**config.mk**
```make
export PLATFORM = sky130hd
export DESIGN_NAME = pid_loop_mode_transfer_ctrl
export DESIGN_NICKNAME = d
export VERILOG_FILES = /design/src/pid_loop_mode_transfer_ctrl.v /design/src/pid_fmt_decode.v /design/src/pid_fmt_encode.v
export VERILOG_INCLUDE_DIRS = /design/src
export SDC_FILE = /design/constraint.sdc
export NUM_CORES = 1
export LEC_CHECK = 0
export CAP_MARGIN = 20
export CORE_MARGIN = 4
export CORE_UTILIZATION = 66
export DETAILED_ROUTE_END_ITERATION = 16
export DONT_BUFFER_PORTS = 1
export GPL_TIMING_DRIVEN = 0
export PLACE_DENSITY = 0.92
export RECOVER_POWER = 100
export SLEW_MARGIN = 40
export SYNTH_ARGS = -nofsm -noshare
export SYNTH_HDL_FRONTEND = slang
export SYNTH_SLANG_ARGS = --single-unit
```
**constraint.sdc**
```tcl
create_clock -name clk_sys -period 20 [get_ports clk_sys]
set_input_delay 1 -clock clk_sys [delete_from_list [all_inputs] [get_ports clk_sys]]
set_output_delay 1 -clock clk_sys [all_outputs]
set_load 0.03 [all_outputs]
```
**src/pid_loop_map.vh**
```
/*
 * register indices, field positions, reset values and timing figures
 * for the pid loop mode and transfer controller.
 * assumes a word-addressed register port; indices are word offsets.
 */
`ifndef PID_LOOP_MAP_VH
`define PID_LOOP_MAP_VH

// ****************************************
// register indices
// ****************************************
`define IDX_MODE_ONE      8'h00
`define IDX_SETPOINT      8'h02
`define IDX_CTRL_OUT      8'h05
`define IDX_MODE_STATUS   8'h06
`define IDX_MODE_REQ      8'h07
`define IDX_SP_UPPER      8'h08
`define IDX_SP_LOWER      8'h09
`define IDX_OUT_UPPER     8'h0a
`define IDX_OUT_LOWER     8'h0b
`define IDX_SAMPLE_PERIOD 8'h0c
`define IDX_BIAS          8'h0d

// ****************************************
// mode setting word one fields
// ****************************************
`define BIT_ALGO_VELOCITY 0
`define BIT_REVERSE       1
`define BIT_TRANSFER_TWO  3
`define BIT_WIDTH_LO      4
`define BIT_WIDTH_HI      5
`define BIT_BIPOLAR       6
`define BIT_SP_LIMIT_EN   7

// ****************************************
// data widths, modes, status bits
// ****************************************
`define WIDTH_12          2'h0
`define WIDTH_15          2'h1
`define WIDTH_16          2'h2
`define MAX_12            18'h00fff
`define MAX_15            18'h07fff
`define MAX_16            18'h0ffff
`define MODE_MANUAL       2'h0
`define MODE_AUTO         2'h1
`define MODE_CASCADE      2'h2
`define BIT_REQ_REFUSED   15

// ****************************************
// reset values and timing
// ****************************************
`define RST_WORD          16'h0000
`define RST_PERIOD        16'h0005
`define RST_OUT_UPPER     16'h0fff
`define PERIOD_MIN        16'h0005
`define PERIOD_MAX        16'h270f
`define PERIOD_UNIT_NS    10000000
`define CLK_PERIOD_NS     10

`endif

```
**src/pid_loop_mode_transfer_ctrl.v**
```verilog
/*
 * mode, transfer and data format control of one pid loop: sample
 * scheduling, manual/auto/cascade modes, bumpless transfer, setpoint
 * and output limiting. tuning gains, error shaping and alarms are not
 * here; the control equation is unity-gain.
 * assumes measuredPv, cascadeSp, minorPv and ladderDone come from logic
 * on clk_sys; runMode comes from a pin and is synchronised here.
 */
// The implementer's own choice: the strobed register port.
`timescale 1ns/1ns
`include "pid_loop_map.vh"
module pid_loop_mode_transfer_ctrl
#(
   parameter TICK_CYCLES = `PERIOD_UNIT_NS / `CLK_PERIOD_NS
)
(
   input  wire        clk_sys,
   input  wire        rst_n,
   input  wire [7:0]  regAddr,
   input  wire [15:0] regWrData,
   input  wire        regWr,
   input  wire        regRd,
   output reg  [15:0] regRdData,
   input  wire        runMode,
   input  wire        ladderDone,
   input  wire [15:0] measuredPv,
   input  wire [15:0] cascadeSp,
   input  wire [15:0] minorPv,
   output reg  [15:0] controlOut,
   output reg         calcDone
);

   // ****************************************
   // registers and state
   // ****************************************
   reg  [15:0] modeOne_reg;
   reg  [15:0] setpoint_reg;
   reg  [15:0] spUpper_reg;
   reg  [15:0] spLower_reg;
   reg  [15:0] outUpper_reg;
   reg  [15:0] outLower_reg;
   reg  [15:0] period_reg;
   reg  signed [17:0] bias_reg;
   reg  signed [17:0] prevErr_reg;
   reg  [1:0]  loopMode_reg;
   reg         refused_reg;
   reg         runMeta_reg;
   reg         run_reg;
   reg  [31:0] tickCnt_reg;
   reg  [15:0] periodCnt_reg;
   reg         due_reg;

   reg  [15:0] setpoint_next;
   reg  [15:0] ctrlOut_next;
   reg  signed [17:0] bias_next;
   reg  [1:0]  loopMode_next;
   reg         refused_next;

   wire        velocity;
   wire        reverse;
   wire        transferTwo;
   wire [1:0]  widthSel;
   wire        bipolar;
   wire        spLimitEn;
   wire [1:0]  effMode;
   wire [15:0] periodEff;
   wire        tick;
   wire        calcGo;
   wire        modeWr;
   wire [1:0]  reqMode;
   wire        reqValid;

   // ****************************************
   // configuration decode
   // ****************************************
   assign velocity    = modeOne_reg[`BIT_ALGO_VELOCITY];
   assign reverse     = modeOne_reg[`BIT_REVERSE];
   assign transferTwo = modeOne_reg[`BIT_TRANSFER_TWO];
   assign widthSel    = modeOne_reg[`BIT_WIDTH_HI:`BIT_WIDTH_LO];
   // a 16-bit word has no room for a sign bit
   assign bipolar     = modeOne_reg[`BIT_BIPOLAR] & (widthSel != `WIDTH_16);
   assign spLimitEn   = modeOne_reg[`BIT_SP_LIMIT_EN];

   // loop mode as seen by the equation, scheduling and status read; mode requests use the stored mode, which survives program
   assign effMode = run_reg ? loopMode_reg : `MODE_MANUAL;

   // ****************************************
   // common format conversions
   // ****************************************
   wire signed [17:0] spWordVal;
   wire signed [17:0] cascadeVal;
   wire signed [17:0] pvVal;
   wire signed [17:0] spUpperVal;
   wire signed [17:0] spLowerVal;
   wire signed [17:0] outUpperVal;
   wire signed [17:0] outLowerVal;
   wire signed [17:0] outVal;

   // one format drives every conversion
   pid_fmt_decode decSp     (.dataWord(setpoint_reg), .bipolar(bipolar), .value(spWordVal));
   pid_fmt_decode decCasc   (.dataWord(cascadeSp),    .bipolar(bipolar), .value(cascadeVal));
   pid_fmt_decode decPv     (.dataWord(measuredPv),   .bipolar(bipolar), .value(pvVal));
   pid_fmt_decode decSpUp   (.dataWord(spUpper_reg),  .bipolar(bipolar), .value(spUpperVal));
   pid_fmt_decode decSpLo   (.dataWord(spLower_reg),  .bipolar(bipolar), .value(spLowerVal));
   pid_fmt_decode decOutUp  (.dataWord(outUpper_reg), .bipolar(bipolar), .value(outUpperVal));
   pid_fmt_decode decOutLo  (.dataWord(outLower_reg), .bipolar(bipolar), .value(outLowerVal));
   pid_fmt_decode decOut    (.dataWord(controlOut),   .bipolar(bipolar), .value(outVal));

   // ****************************************
   // control equation
   // ****************************************
   reg  signed [17:0] spRaw;
   reg  signed [17:0] spUsed;
   reg  signed [17:0] errVal;
   reg  signed [17:0] rawOut;
   reg  signed [17:0] limOut;
   wire [15:0]        outWord;

   always @*
   begin
      spRaw = (effMode == `MODE_CASCADE) ? cascadeVal : spWordVal;
      spUsed = spRaw;
      if (spLimitEn)
      begin
         if (spRaw > spUpperVal)
            spUsed = spUpperVal;
         else if (spRaw < spLowerVal)
            spUsed = spLowerVal;
      end
      errVal = spUsed - pvVal;
      if (reverse)
         errVal = 18'h00000 - errVal;
      // velocity form adds the error change to the last output
      if (velocity)
         rawOut = outVal + (errVal - prevErr_reg);
      else
         rawOut = bias_reg + errVal;
      limOut = rawOut;
      if (rawOut > outUpperVal)
         limOut = outUpperVal;
      else if (rawOut < outLowerVal)
         limOut = outLowerVal;
   end

   // final clamp to the data range also enforces the documented spans
   pid_fmt_encode encOut
   (
      .value   (limOut),
      .widthSel(widthSel),
      .bipolar (bipolar),
      .dataWord(outWord)
   );

   // ****************************************
   // sample scheduling
   // ****************************************
   assign periodEff = (period_reg < `PERIOD_MIN) ? `PERIOD_MIN :
                      (period_reg > `PERIOD_MAX) ? `PERIOD_MAX : period_reg;
   assign tick      = (tickCnt_reg == (TICK_CYCLES - 1));
   // only at the end of the ladder task, and never in manual
   assign calcGo    = due_reg & ladderDone & run_reg & (effMode != `MODE_MANUAL);

   always @(posedge clk_sys or negedge rst_n)
   begin
      if (!rst_n)
      begin
         runMeta_reg   <= 1'b0;
         run_reg       <= 1'b0;
         tickCnt_reg   <= 32'h00000000;
         periodCnt_reg <= 16'h0000;
         due_reg       <= 1'b0;
      end
      else
      begin
         runMeta_reg <= runMode;
         run_reg     <= runMeta_reg;
         if (tick)
            tickCnt_reg <= 32'h00000000;
         else
            tickCnt_reg <= tickCnt_reg + 32'h00000001;
         if (calcGo)
         begin
            periodCnt_reg <= 16'h0000;
            due_reg       <= 1'b0;
         end
         else if (tick)
         begin
            if (periodCnt_reg + 16'h0001 >= periodEff)
               due_reg <= 1'b1;
            else
               periodCnt_reg <= periodCnt_reg + 16'h0001;
         end
      end
   end

   // ****************************************
   // mode requests and bumpless transfer
   // ****************************************
   assign modeWr   = regWr & (regAddr == `IDX_MODE_REQ);
   assign reqMode  = regWrData[1:0];
   assign reqValid = (reqMode == `MODE_MANUAL) | (reqMode == `MODE_AUTO) |
                     (reqMode == `MODE_CASCADE);

   always @*
   begin
      setpoint_next = setpoint_reg;
      ctrlOut_next  = controlOut;
      bias_next     = bias_reg;
      loopMode_next = loopMode_reg;
      refused_next  = refused_reg;
      if (regWr & (regAddr == `IDX_SETPOINT))
         setpoint_next = regWrData;
      if (regWr & (regAddr == `IDX_CTRL_OUT))
         ctrlOut_next = regWrData;
      if (calcGo)
      begin
         ctrlOut_next = outWord;
         if (!velocity)
            bias_next = bias_reg;
      end
      // mode changes are held off while the controller is in program mode
      if (modeWr & reqValid & run_reg)
      begin
         if ((loopMode_reg == `MODE_MANUAL) & (reqMode == `MODE_CASCADE))
            refused_next = 1'b1;
         else
         begin
            loopMode_next = reqMode;
            refused_next  = 1'b0;
            if ((loopMode_reg == `MODE_MANUAL) & (reqMode == `MODE_AUTO))
            begin
               if (!transferTwo)
                  setpoint_next = measuredPv;
               if (!velocity)
                  bias_next = outVal;
            end
            if ((loopMode_reg == `MODE_AUTO) & (reqMode == `MODE_CASCADE) & !transferTwo)
               ctrlOut_next = minorPv;
         end
      end
   end

   // ****************************************
   // register file
   // ****************************************
   always @(posedge clk_sys or negedge rst_n)
   begin
      if (!rst_n)
      begin
         modeOne_reg  <= `RST_WORD;
         setpoint_reg <= `RST_WORD;
         spUpper_reg  <= `RST_WORD;
         spLower_reg  <= `RST_WORD;
         outUpper_reg <= `RST_OUT_UPPER;
         outLower_reg <= `RST_WORD;
         period_reg   <= `RST_PERIOD;
         controlOut   <= `RST_WORD;
         bias_reg     <= 18'h00000;
         prevErr_reg  <= 18'h00000;
         loopMode_reg <= `MODE_MANUAL;
         refused_reg  <= 1'b0;
         calcDone     <= 1'b0;
      end
      else
      begin
         setpoint_reg <= setpoint_next;
         controlOut   <= ctrlOut_next;
         bias_reg     <= bias_next;
         loopMode_reg <= loopMode_next;
         refused_reg  <= refused_next;
         calcDone     <= calcGo;
         if (calcGo)
            prevErr_reg <= errVal;
         if (regWr)
         begin
            case (regAddr)
               `IDX_MODE_ONE:      modeOne_reg  <= regWrData;
               `IDX_SP_UPPER:      spUpper_reg  <= regWrData;
               `IDX_SP_LOWER:      spLower_reg  <= regWrData;
               `IDX_OUT_UPPER:     outUpper_reg <= regWrData;
               `IDX_OUT_LOWER:     outLower_reg <= regWrData;
               `IDX_SAMPLE_PERIOD: period_reg   <= regWrData;
               default:            period_reg   <= period_reg;
            endcase
         end
      end
   end

   // ****************************************
   // read port
   // ****************************************
   reg [15:0] rdMux;
   reg [15:0] biasWord;

   always @*
   begin
      biasWord = bias_reg[15:0];
      case (regAddr)
         `IDX_MODE_ONE:      rdMux = modeOne_reg;
         `IDX_SETPOINT:      rdMux = setpoint_reg;
         `IDX_CTRL_OUT:      rdMux = controlOut;
         `IDX_MODE_STATUS:   rdMux = {13'h0000, effMode == `MODE_CASCADE,
                                      effMode == `MODE_AUTO,
                                      effMode == `MODE_MANUAL};
         `IDX_MODE_REQ:      rdMux = {refused_reg, 13'h0000, loopMode_reg};
         `IDX_SP_UPPER:      rdMux = spUpper_reg;
         `IDX_SP_LOWER:      rdMux = spLower_reg;
         `IDX_OUT_UPPER:     rdMux = outUpper_reg;
         `IDX_OUT_LOWER:     rdMux = outLower_reg;
         `IDX_SAMPLE_PERIOD: rdMux = period_reg;
         `IDX_BIAS:          rdMux = biasWord;
         default:            rdMux = 16'h0000;
      endcase
   end

   // data stands only in the cycle after the strobe
   always @(posedge clk_sys or negedge rst_n)
   begin
      if (!rst_n)
         regRdData <= 16'h0000;
      else if (regRd)
         regRdData <= rdMux;
      else
         regRdData <= 16'h0000;
   end

endmodule

```
**src/pid_fmt_decode.v**
```verilog
/*
 * turns a loop data word into a signed working value.
 * assumes bipolar words are magnitude in bits 14:0 with sign in bit 15.
 */
`timescale 1ns/1ns
module pid_fmt_decode
(
   input  wire [15:0]        dataWord,
   input  wire               bipolar,
   output wire signed [17:0] value
);

   wire [17:0] magnitude;
   wire [17:0] unipolarVal;

   assign magnitude   = {3'h0, dataWord[14:0]};
   assign unipolarVal = {2'h0, dataWord};

   // sign-magnitude, never two's complement on the wire
   assign value = bipolar ? (dataWord[15] ? (18'h00000 - magnitude) : magnitude)
                          : unipolarVal;

endmodule

```
**src/pid_fmt_encode.v**
```verilog
/*
 * clamps a signed working value to the selected data range and
 * encodes it as a loop data word.
 * assumes the caller has already refused bipolar at 16-bit width.
 */
`timescale 1ns/1ns
`include "pid_loop_map.vh"
module pid_fmt_encode
(
   input  wire signed [17:0] value,
   input  wire [1:0]         widthSel,
   input  wire               bipolar,
   output reg  [15:0]        dataWord
);

   reg signed [17:0] rangeMax;
   reg signed [17:0] rangeMin;
   reg signed [17:0] clamped;
   reg        [17:0] magnitude;

   always @*
   begin
      rangeMax = (widthSel == `WIDTH_12) ? `MAX_12 :
                 (widthSel == `WIDTH_15) ? `MAX_15 : `MAX_16;
      rangeMin = bipolar ? (18'h00000 - rangeMax) : 18'h00000;
      clamped  = (value > rangeMax) ? rangeMax :
                 (value < rangeMin) ? rangeMin : value;
      magnitude = clamped[17] ? (18'h00000 - clamped) : clamped;
      if (bipolar)
         dataWord = {clamped[17], magnitude[14:0]};
      else
         dataWord = clamped[15:0];
   end

endmodule

```
## Yosys cells after proc, flatten, opt, wreduce, memory -nomap -nowiden

Index checks and enable logic that the tools add are counted.

| cells by class | value |
|---|---|
| magnitude comparators | 9 |
| add/sub/neg operators | 17 |
| equality and inequality tests | 19 |
| bitwise operators | 17 |
| reduce and logical (&&, ||, !) cells | 19 |
| multiplexer cells | 54 |

Operator list:

| operator | count |
|---|---|
| 2-to-1 mux 18 bit | 28 |
| 2-to-1 mux 16 bit | 18 |
| one-hot mux 16 bit (11 select lines) | 1 |
| subtractor 1 x 15 -> 16 bit, first input constant | 8 |
| greater-than comparator 18 bit | 3 |
| less-than comparator 18 bit | 3 |
| equality test 8 x 4 -> 1 bit, second input constant | 6 |
| adder 18 bit | 2 |
| subtractor 1 x 18 -> 18 bit, first input constant | 2 |
| subtractor 18 bit | 2 |
| adder 32 x 1 -> 32 bit, second input constant | 1 |
| equality test 32 x 20 -> 1 bit, second input constant | 1 |
| 2-to-1 mux 32 bit | 1 |
| equality test 8 x 3 -> 1 bit, second input constant | 3 |
| AND reduction 2 bit | 9 |
| adder 16 x 1 -> 16 bit, second input constant | 1 |
| >= comparator 16 bit | 1 |
| greater-than comparator 16 x 14 -> 1 bit, second input constant | 1 |
| less-than comparator 16 x 3 -> 1 bit, second input constant | 1 |
| 2-to-1 mux 15 bit | 1 |
| subtractor 1 x 15 -> 15 bit, first input constant | 1 |
| bitwise AND 1 bit | 13 |
| equality test 2 x 1 -> 1 bit, second input constant | 4 |
| equality test 8 x 2 -> 1 bit, second input constant | 1 |
| other kinds (11) | 23 |

| storage, ports and cells | value |
|---|---|
| register bits after elaboration | 235 |
| word-level logic and storage cells | 154 |
| bits of input ports | 78 |
| output and inout bits | 33 |

## Depth between registers and ports, before layout

Gate-level depths: netlist of the first run.

| depth | value |
|---|---|
| depth in word-level cells | 27 |
| mapped depth | 79 |
| depth with buffers taken out | 71 |

## Hierarchy

A second synthesis of the first run with hierarchy kept.

| second synthesis, totals | value |
|---|---|
| cells, all modules | 2513 |
| area, all modules | 21878.5 um^2 |

Modules (own cells, without submodules):

| module | seq. area each (um^2) | cells each | times used | area each (um^2) |
|---|---|---|---|---|
| pid_loop_mode_transfer_ctrl | 5898.2 | 1818 | 1 | 16990.0 |
| pid_fmt_decode | 0.0 | 68 | 8 | 485.5 |
| pid_fmt_encode | 0.0 | 151 | 1 | 1004.7 |

## Least setup slack after synthesis of the first run

Ideal clock, no wire load.

| timing | value |
|---|---|
| path kind | input-to-reg |
| start point | input cascadeSp[0] |
| end point | register controlOut[14] |
| data arrival time | 14705 ps |
| path slack | 5174 ps |
| stages on the path | 72 |
| path through | inv_1 -> ha_1 -> nand2b_1 -> or4_1 -> o31ai_1 -> xnor2_1 -> nor2_1 -> a21oi_1 -> ha_1 -> a21o_1 -> a21oi_1 -> o21ai_0 -> a221o_1 -> a21o_1 -> a211oi_1 -> a21oi_1 -> a21oi_1 -> inv_1 -> [... 36 more ...] -> a21oi_1 -> nor2b_1 -> o21ai_0 -> a31oi_1 -> inv_1 -> nand4_1 -> a2111oi_0 -> a31o_2 -> buf_2 -> o21ai_0 -> inv_1 -> ha_1 -> o21a_1 -> o31ai_1 -> o311ai_1 -> xnor2_1 -> nor2_1 -> o22a_1 |

| on the way | value |
|---|---|
| word-level cells in the longest chain between the ends | 27 |
| elaborated cells on any way between the ends | 31 |

Ends and longest elaborated chain:

| what | RTL line | text |
|---|---|---|
| start, declared | pid_loop_mode_transfer_ctrl.v:27 | `input wire [15:0] cascadeSp,` |
| subtractor 1 x 15 -> 16 bit | pid_fmt_decode.v:20 | `assign value = bipolar ? (dataWord[15] ? (18'h00000 - magnitude) : magnitude)` |
| 2-to-1 mux 18 bit | pid_fmt_decode.v:20 |  |
| 2-to-1 mux 18 bit (*) | pid_fmt_decode.v:20 |  |
| 2-to-1 mux 18 bit (*) | pid_loop_mode_transfer_ctrl.v:121 | `` spRaw = (effMode == `MODE_CASCADE) ? cascadeVal : spWordVal; `` |
| less-than comparator 18 bit | pid_loop_mode_transfer_ctrl.v:127 | `else if (spRaw < spLowerVal)` |
| 2-to-1 mux 18 bit | pid_loop_mode_transfer_ctrl.v:127 |  |
| 2-to-1 mux 18 bit | pid_loop_mode_transfer_ctrl.v:125 | `if (spRaw > spUpperVal)` |
| 2-to-1 mux 18 bit (*) | pid_loop_mode_transfer_ctrl.v:123 | `if (spLimitEn)` |
| [... 3 more ...] | - |  |
| named net errVal[8] | pid_loop_mode_transfer_ctrl.v:114 | `reg signed [17:0] errVal;` |
| [... 9 more ...] | - |  |
| subtractor 1 x 15 -> 15 bit | pid_fmt_encode.v:28 | `magnitude = clamped[17] ? (18'h00000 - clamped) : clamped;` |
| 2-to-1 mux 15 bit | pid_fmt_encode.v:28 |  |
| 2-to-1 mux 16 bit (*) | pid_fmt_encode.v:29 | `if (bipolar)` |
| 2-to-1 mux 16 bit (*) | pid_loop_mode_transfer_ctrl.v:215 | `if (calcGo)` |
| 2-to-1 mux 16 bit | pid_loop_mode_transfer_ctrl.v:237 | `` if ((loopMode_reg == `MODE_AUTO) & (reqMode == `MODE_CASCADE) & !transferTwo) `` |
| 2-to-1 mux 16 bit | pid_loop_mode_transfer_ctrl.v:224 | `` if ((loopMode_reg == `MODE_MANUAL) & (reqMode == `MODE_CASCADE)) `` |
| 2-to-1 mux 16 bit (*) | pid_loop_mode_transfer_ctrl.v:222 | `if (modeWr & reqValid & run_reg)` |
| named net ctrlOut_next[14] | pid_loop_mode_transfer_ctrl.v:54 | `reg [15:0] ctrlOut_next;` |
| end signal, assigned | pid_loop_mode_transfer_ctrl.v:257 | `` controlOut <= `RST_WORD; `` |
| end signal, assigned | pid_loop_mode_transfer_ctrl.v:267 | `controlOut <= ctrlOut_next;` |
| end, declared | pid_loop_mode_transfer_ctrl.v:29 | `output reg [15:0] controlOut,` |

Mark *: on every way through the listed nets, which the timed path passes. The rest lies on a longest branch.
A chain may end at the register's enable or synchronous reset.

## Worst setup path in the final report of the first run

| timing | value |
|---|---|
| start point | register modeOne_reg[4] |
| end point | register controlOut[14] |

| on the way | value |
|---|---|
| word-level cells in the longest chain between the ends | 27 |
| elaborated cells on any way between the ends | 44 |

Ends and longest elaborated chain:

| what | RTL line | text |
|---|---|---|
| start, declared | pid_loop_mode_transfer_ctrl.v:36 | `reg [15:0] modeOne_reg;` |
| start signal, assigned | pid_loop_mode_transfer_ctrl.v:250 | `` modeOne_reg <= `RST_WORD; `` |
| start signal, assigned | pid_loop_mode_transfer_ctrl.v:277 | `` `IDX_MODE_ONE: modeOne_reg <= regWrData; `` |
| inequality test 2 bit (no line) (*) | - |  |
| bitwise AND 1 bit (*) | pid_loop_mode_transfer_ctrl.v:81 | `` assign bipolar = modeOne_reg[`BIT_BIPOLAR] & (widthSel != `WIDTH_16); `` |
| 2-to-1 mux 18 bit | pid_fmt_decode.v:20 |  |
| 2-to-1 mux 18 bit | pid_loop_mode_transfer_ctrl.v:121 |  |
| less-than comparator 18 bit | pid_loop_mode_transfer_ctrl.v:127 |  |
| 2-to-1 mux 18 bit | pid_loop_mode_transfer_ctrl.v:127 |  |
| 2-to-1 mux 18 bit | pid_loop_mode_transfer_ctrl.v:125 |  |
| 2-to-1 mux 18 bit | pid_loop_mode_transfer_ctrl.v:123 |  |
| [... 3 more ...] | - |  |
| named net errVal[8] | pid_loop_mode_transfer_ctrl.v:114 |  |
| [... 9 more ...] | - |  |
| subtractor 1 x 15 -> 15 bit | pid_fmt_encode.v:28 |  |
| 2-to-1 mux 15 bit | pid_fmt_encode.v:28 |  |
| 2-to-1 mux 16 bit (*) | pid_fmt_encode.v:29 |  |
| 2-to-1 mux 16 bit (*) | pid_loop_mode_transfer_ctrl.v:215 |  |
| 2-to-1 mux 16 bit | pid_loop_mode_transfer_ctrl.v:237 |  |
| 2-to-1 mux 16 bit | pid_loop_mode_transfer_ctrl.v:224 |  |
| 2-to-1 mux 16 bit (*) | pid_loop_mode_transfer_ctrl.v:222 |  |
| named net ctrlOut_next[14] | pid_loop_mode_transfer_ctrl.v:54 |  |

Marked as above.

==> key figures, run 1 <==
Run status
  • Status: finished, violations left
  • Failing checks: max-capacitance violations, max-slew violations

Timing
  • Rel. slew slack: -7.98%
  • Period Utilization, post-route: 95.3%
  • Setup TNS: 0 ps
  • Slew Limit Fails: 6
  • Final critical-path required period: 19070 ps
  • Achievable frequency: 0.0524 GHz
  • Fin. Hold Viols: 0
  • # setup viols final: 0
  • Actual slew at the worst max-slew pin: 1600 ps
  • Clock skew: 60.2 ps
  • RSZ-0062 raised after global routing: false
  • Setup ws final: 934 ps

Synthesis
  • Top post-synthesis cells by area: dfrtp_1, ha_1, mux2_2
  • Top cell type by total area after synthesis: dfrtp_1
  • Synth top area share: 26.4%
  • Synth Cell Area: 20900 µm²
  • Count of cell types in the netlist: 88
  • Synth async-reset ratio: 100%
  • Main flop type after synthesis: dfrtp_1
  • Seq cells post-synth: 234
  • Sequential fraction of the synthesis area: 28.2%
  • Number of synthesized flops with an enable pin: 0
  • Most common cell in the netlist: nor2_1
  • Synthesized area per cell: 8.64 µm²
  • Synth Instances: 2415
  • Synth top cells by count: nor2_1, dfrtp_1, nand2_1
  • Yosys warns: 0

Clock tree
  • H-tree depth: 1
  • CTS Root Cell: clkbuf_16
  • CTS tree: yes
  • Hold-fix buffers, CTS: 0
  • Post-CTS sizing: 0
  • Clock sinks: 234
  • Clk_lat worst skew: 590 ps
  • CTS Buffer Depth: 3
  • Setup repair bufs after CTS: 0
  • Inserted Clock Buffers: 26
  • Reg clk slew, reported paths: 70 ps

Die
  • Starting Density: 67.5%
  • Die height: 186 µm
  • I/O Pins: 111
  • Die area: 34500 µm²
  • Die width: 186 µm
  • Core ar.: 30900 µm²
  • Cell Rows: 64

Global routing
  • Vias in the first global route: 19930
  • Largest net degree at the start of global routing: 235
  • Initial antenna violation count: 2
  • Overflow after GRT: 0
  • Total track usage: 43.2%
  • Wire length of the first global-routing pass: 115000 µm

Power
  • Psw: 847 µW
  • Lkg Pwr: 10.3 nW
  • Logic pwr share: 47.8%
  • Sequential share of power: 26.1%
  • Switching share of total power: 42.5%
  • Peak VDD IR: 0.118 mV
  • Pwr/cell area: 89.4 nW/µm²
  • Clk pwr share: 26.1%
  • Internal power: 1.15 mW

Setup path
  • Most used cell, CP: a21oi_1
  • WP data required: 20480 ps
  • Critical setup path kind: reg2reg
  • Critical path capture point type: flop
  • Buf/Inv on CP: 10
  • Delay-heaviest family, CP: compound AO/OA/AOI/OAI gates
  • Max Fanout on Critical Path: 10
  • Slowest-stage cell, CP: dfrtp_1
  • Crit start category: flop
  • Crit path DAT: 19550 ps
  • CP max stage delay: 640 ps

Routing
  • Vias per std cell: 7.21
  • 1st-iter DRT viols: 2920
  • DR WL/cell: 26.7 µm
  • DRC: 0
  • Total number of vias: 20618
  • Post-route antenna net violation count: 0
  • Router iterations before antenna repair: 9
  • Final wirelength: 76300 µm

Layout
  • Nets@finish: 2698
  • Area grow syn2layout: 6.96%
  • Max reg flops: 32
  • Share of cells above drive strength 1: 8.98%
  • Fill count: 2282
  • Area taken by flip-flops and latches: 5870 µm²
  • Area of the multi-input gates: 14300 µm²

Placement
  • Dpl hpwl: 58700 µm
  • Placer congestion estimate: 1.05
  • Port bufs: 0
  • DP Worst Slack: 579 ps

Job
  • MaxCap Viol Count: 2

Worst hold path
  • Hold crit path type: in2async
per-layer routing:
metal / share of wire, % / up-vias / wire length [µm] / track usage (%)
met5: 0 / - / 0 / 0
met4: 6.1 / 0 / 4630 / 19.1
met3: 15 / 337 / 11700 / 15.8
met2: 42 / 1549 / 31800 / 64.3
met1: 37 / 9793 / 28200 / 56.7
li1: - / 8939 / - / -
cell type report:
type	count	share of cell area (%)
Antenna cell	1	0.0112
Buffer	97	1.68
Clock buffer	31	3.13
Clock inverter	15	0.981
Inverter	93	1.56
Multi-Input combinational cell	1991	64.0
Sequential cell	234	26.3
Tap cell	396	2.22
Timing Repair Buffer	1	0.0449
power by group through the flow:
stage	Clock, mW	Sequential (mW)	Combinational (mW)
2_1_floorplan	0	0.512	0.684
3_3_place_gp	0	0.524	0.886
3_5_place_dp	0	0.525	0.906
4_1_cts	0.517	0.517	0.917
5_1_grt	0.537	0.520	1.03
6_report	0.520	0.520	0.954
cells by family (layout without fill, tap and decap cells):
group	Yosys count	after routing	synth area share, %
simple gates	791	791	18.5
compound gates	637	637	20.6
flops	234	234	28.2
xor+xnor	205	205	8.61
buf+inv	191	237	3.49
mux	180	180	9.39
fa+ha+maj	176	176	11.2
other cells	1	3	0.0180
placed cells by master (no fill, tap or decap), types with 16 or more instances in the layout:
master     instances
clkbuf_1          89
nor4_1            31
a21o_1            53
o21a_1            16
nor2b_1           19
inv_1             91
nand3_1           59
nor3_1            43
ha_1             157
dfrtp_1          220
and3_1            47
mux2_2           125
o211ai_1          20
nand2_1          194
xnor2_1           88
a22oi_1           26
nand4_1           26
fa_1              19
or3_1             23
a211oi_1          28
o21ai_0          135
xor2_1           117
nor2_1           230
a31oi_1           38
o31ai_1           30
a221oi_1          18
a21oi_1          138
clkbuf_16         26
mux2i_1           55
nand2b_1          34
final timing paths:
kind	from	to	slack, ps	cells past startpoint
max in group asynchronous	rst_n	spUpper_reg[8]	19360	0
min	rst_n	outLower_reg[10]	180	0
min in group clk_sys	runMeta_reg	run_reg	360	0
min reg2reg	runMeta_reg	run_reg	360	0
max reg2reg	modeOne_reg[4]	controlOut[14]	930	74
max	modeOne_reg[4]	controlOut[14]	930	74
metrics by stage:
step / cell area, µm² / util, % / instances / hold slack, ps / total power, mW
finish: 22300 / 72.2 / 2859 / 175 / 1.99
global route: 22300 / 72.2 / 2859 / 142 / 2.09
CTS: 22300 / 72.2 / 2859 / 145 / 1.95
detailed placement: 21400 / 69.3 / 2813 / 346 / 1.43
global placement: 21400 / 69.1 / 2812 / 337 / 1.41
floorplan: 20900 / - / 2416 / 331 / 1.20
(Power assumes the default switching activity.)
==> run 2: changes to the inputs <==
==> constraint.sdc (replaced) <==
create_clock -name clk_sys -period 20 [get_ports clk_sys]
set_input_delay 4 -clock clk_sys [delete_from_list [all_inputs] [get_ports clk_sys]]
set_output_delay 4 -clock clk_sys [all_outputs]
set_load 0.03 [all_outputs]
==> run 2 against run 1 <==
Net effect: largest cell class unchanged; clock power hardly changed; routed wire length is 0.11% higher; critical path type is now in2reg; first-iteration DRC count is 4.8% higher; the flow finishes with violations (max-capacitance violations); sequential power hardly changed; clock skew is 3.2 ps lower; critical path depth is 2 lower; sequential share of layout area is 0.12 points lower; combinational power is 1% higher; via count is 0.25% higher.
==> key figures, run 2 (synthesis results as in run 1) <==
Run status
  • Status: finished, violations left
  • Failing checks: max-capacitance violations

Clock tree
  • CTS tree: yes
  • H-tree depth: 1
  • Hold-fix buffers, CTS: 0
  • Clk_lat worst skew: 590 ps
  • Reg clk slew, reported paths: 70 ps
  • Clock sinks: 234
  • CTS Buffer Depth: 3
  • CTS Root Cell: clkbuf_16
  • Inserted Clock Buffers: 26

Job
  • MaxCap Viol Count: 1

Die
  • Starting Density: 67.5%
  • Die area: 34500 µm²
  • Core ar.: 30900 µm²
  • I/O Pins: 111
  • Die height: 186 µm
  • Die width: 186 µm
  • Cell Rows: 64

Layout
  • Share of cells above drive strength 1: 9.78%
  • Final Core Density: 72.5%
  • Commonest non-fill, non-tap cell in the layout: nor2_1
  • Area grow syn2layout: 7.45%
  • Fill count: 2282
  • Nets@finish: 2699
  • Most frequent cells in the layout: nor2_1, dfrtp_1, nand2_1
  • Max reg flops: 32

Global routing
  • Overflow after GRT: 0
  • Largest net degree at the start of global routing: 235
  • Total track usage: 43.2%
  • Vias in the first global route: 19930
  • Initial antenna violation count: 1
  • Wire length of the first global-routing pass: 115000 µm

Power
  • Peak VDD IR: 0.118 mV
  • Lkg Pwr: 10.3 nW
  • Pwr/cell area: 89.6 nW/µm²

Worst hold path
  • Hold Path Origin: runMeta_reg
  • Worst hold path depth: 0
  • Hold Path End: run_reg
  • Hold crit path type: reg2reg

Timing
  • Fin. Hold Viols: 0
  • Actual slew at the worst max-slew pin: 1470 ps
  • Clock skew: 57.0 ps
  • Slew Limit Fails: 0
  • Setup TNS: 0 ps
  • Achievable frequency: 0.0520 GHz
  • Setup ws final: 779 ps
  • # setup viols final: 0
  • Period Utilization, post-route: 96.1%
  • Rel. slew slack: 0.785%
  • Final critical-path required period: 19220 ps

Routing
  • 1st-iter DRT viols: 3061
  • Router iterations before antenna repair: 9
  • Final wirelength: 76300 µm
  • Post-route antenna net violation count: 0
  • Vias per std cell: 7.22
  • Total number of vias: 20670
  • DRC: 0
  • DR WL/cell: 26.7 µm

Placement
  • DP Worst Slack: -1020 ps
  • Dpl hpwl: 58700 µm
  • Placer congestion estimate: 1.05
  • Port bufs: 0

Setup path
  • Reg2Reg Depth: 76
  • R2R Setup Slk: 1740 ps
  • Crit path DAT: 19700 ps
  • WP data required: 20480 ps
  • Critical setup path kind: in2reg
  • Max Fanout on Critical Path: 10
  • Crit start category: primary input
  • CP max stage delay: 540 ps
  • Critical path capture point type: flop
  • R2r startpoint: modeOne_reg[4]
  • Slowest-stage cell, CP: fa_1
  • Worst R2R End: controlOut[14]
  • Buf/Inv on CP: 9
  • Delay-heaviest family, CP: compound AO/OA/AOI/OAI gates
run 2: timing repair:
action | in CTS | in global routing
setup endpoints to repair | 9 | 16
resized for setup | 4 | 35
buffers inserted | 0 | 0
run 2: worst register-to-register path, delay by kind of cell, from the launching register on:
| family | cells | cell delay, ps |
|---|---|---|
| compound gates | 35 | 7610 |
| xor+xnor | 5 | 1080 |
| fa+ha+maj | 7 | 2740 |
| buf+inv | 11 | 3110 |
| flops | 1 | 630 |
| simple gates | 18 | 2980 |
run 2: routing by layer:
layer	routed length, µm	GRT usage [%]
met2	32100	64.4
met1	28400	56.8
met3	11200	15.7
met4	4600	19.0
met5	0	0
run 2: cell type report:
type | instances | area [µm²] | area share (%)
Buffer | 98 | 384 | 1.71
Antenna cell | 4 | 10.0 | 0.0447
Tap cell | 396 | 495 | 2.21
Timing Repair Buffer | 1 | 10.0 | 0.0447
Clock buffer | 31 | 699 | 3.12
Multi-Input combinational cell | 1991 | 14400 | 64.1
Sequential cell | 234 | 5870 | 26.2
Inverter | 93 | 349 | 1.56
Clock inverter | 15 | 219 | 0.977
run 2: per-stage QoR:
stage / cells / hold slack, ps / area [µm²] / power, mW
floorplan: 2416 / 331 / 20900 / 1.20
global placement: 2812 / 337 / 21400 / 1.41
detailed placement: 2813 / 346 / 21400 / 1.43
CTS: 2859 / 360 / 22300 / 1.95
global route: 2860 / 362 / 22400 / 2.10
finish: 2863 / 357 / 22400 / 2.01
run 2: worst max path at each step:
stage                 start              to  cells after the start
2_1_floorplan  cascadeSp[0]  controlOut[14]                     72
3_3_place_gp   cascadeSp[0]  controlOut[14]                     71
3_5_place_dp   cascadeSp[0]  controlOut[14]                     71
4_1_cts        cascadeSp[0]  controlOut[14]                     71
5_1_grt        cascadeSp[0]  controlOut[14]                     72
6_report       cascadeSp[0]  controlOut[14]                     72
run 2: report_power, final:
part / leakage, nW / internal [mW] / total [mW] / switching (mW)
sequential: 3.08 / 0.487 / 0.520 / 0.0328
combinational: 6.79 / 0.361 / 0.967 / 0.605
clock: 0.452 / 0.304 / 0.521 / 0.217
total: 10.3 / 1.15 / 2.01 / 0.855
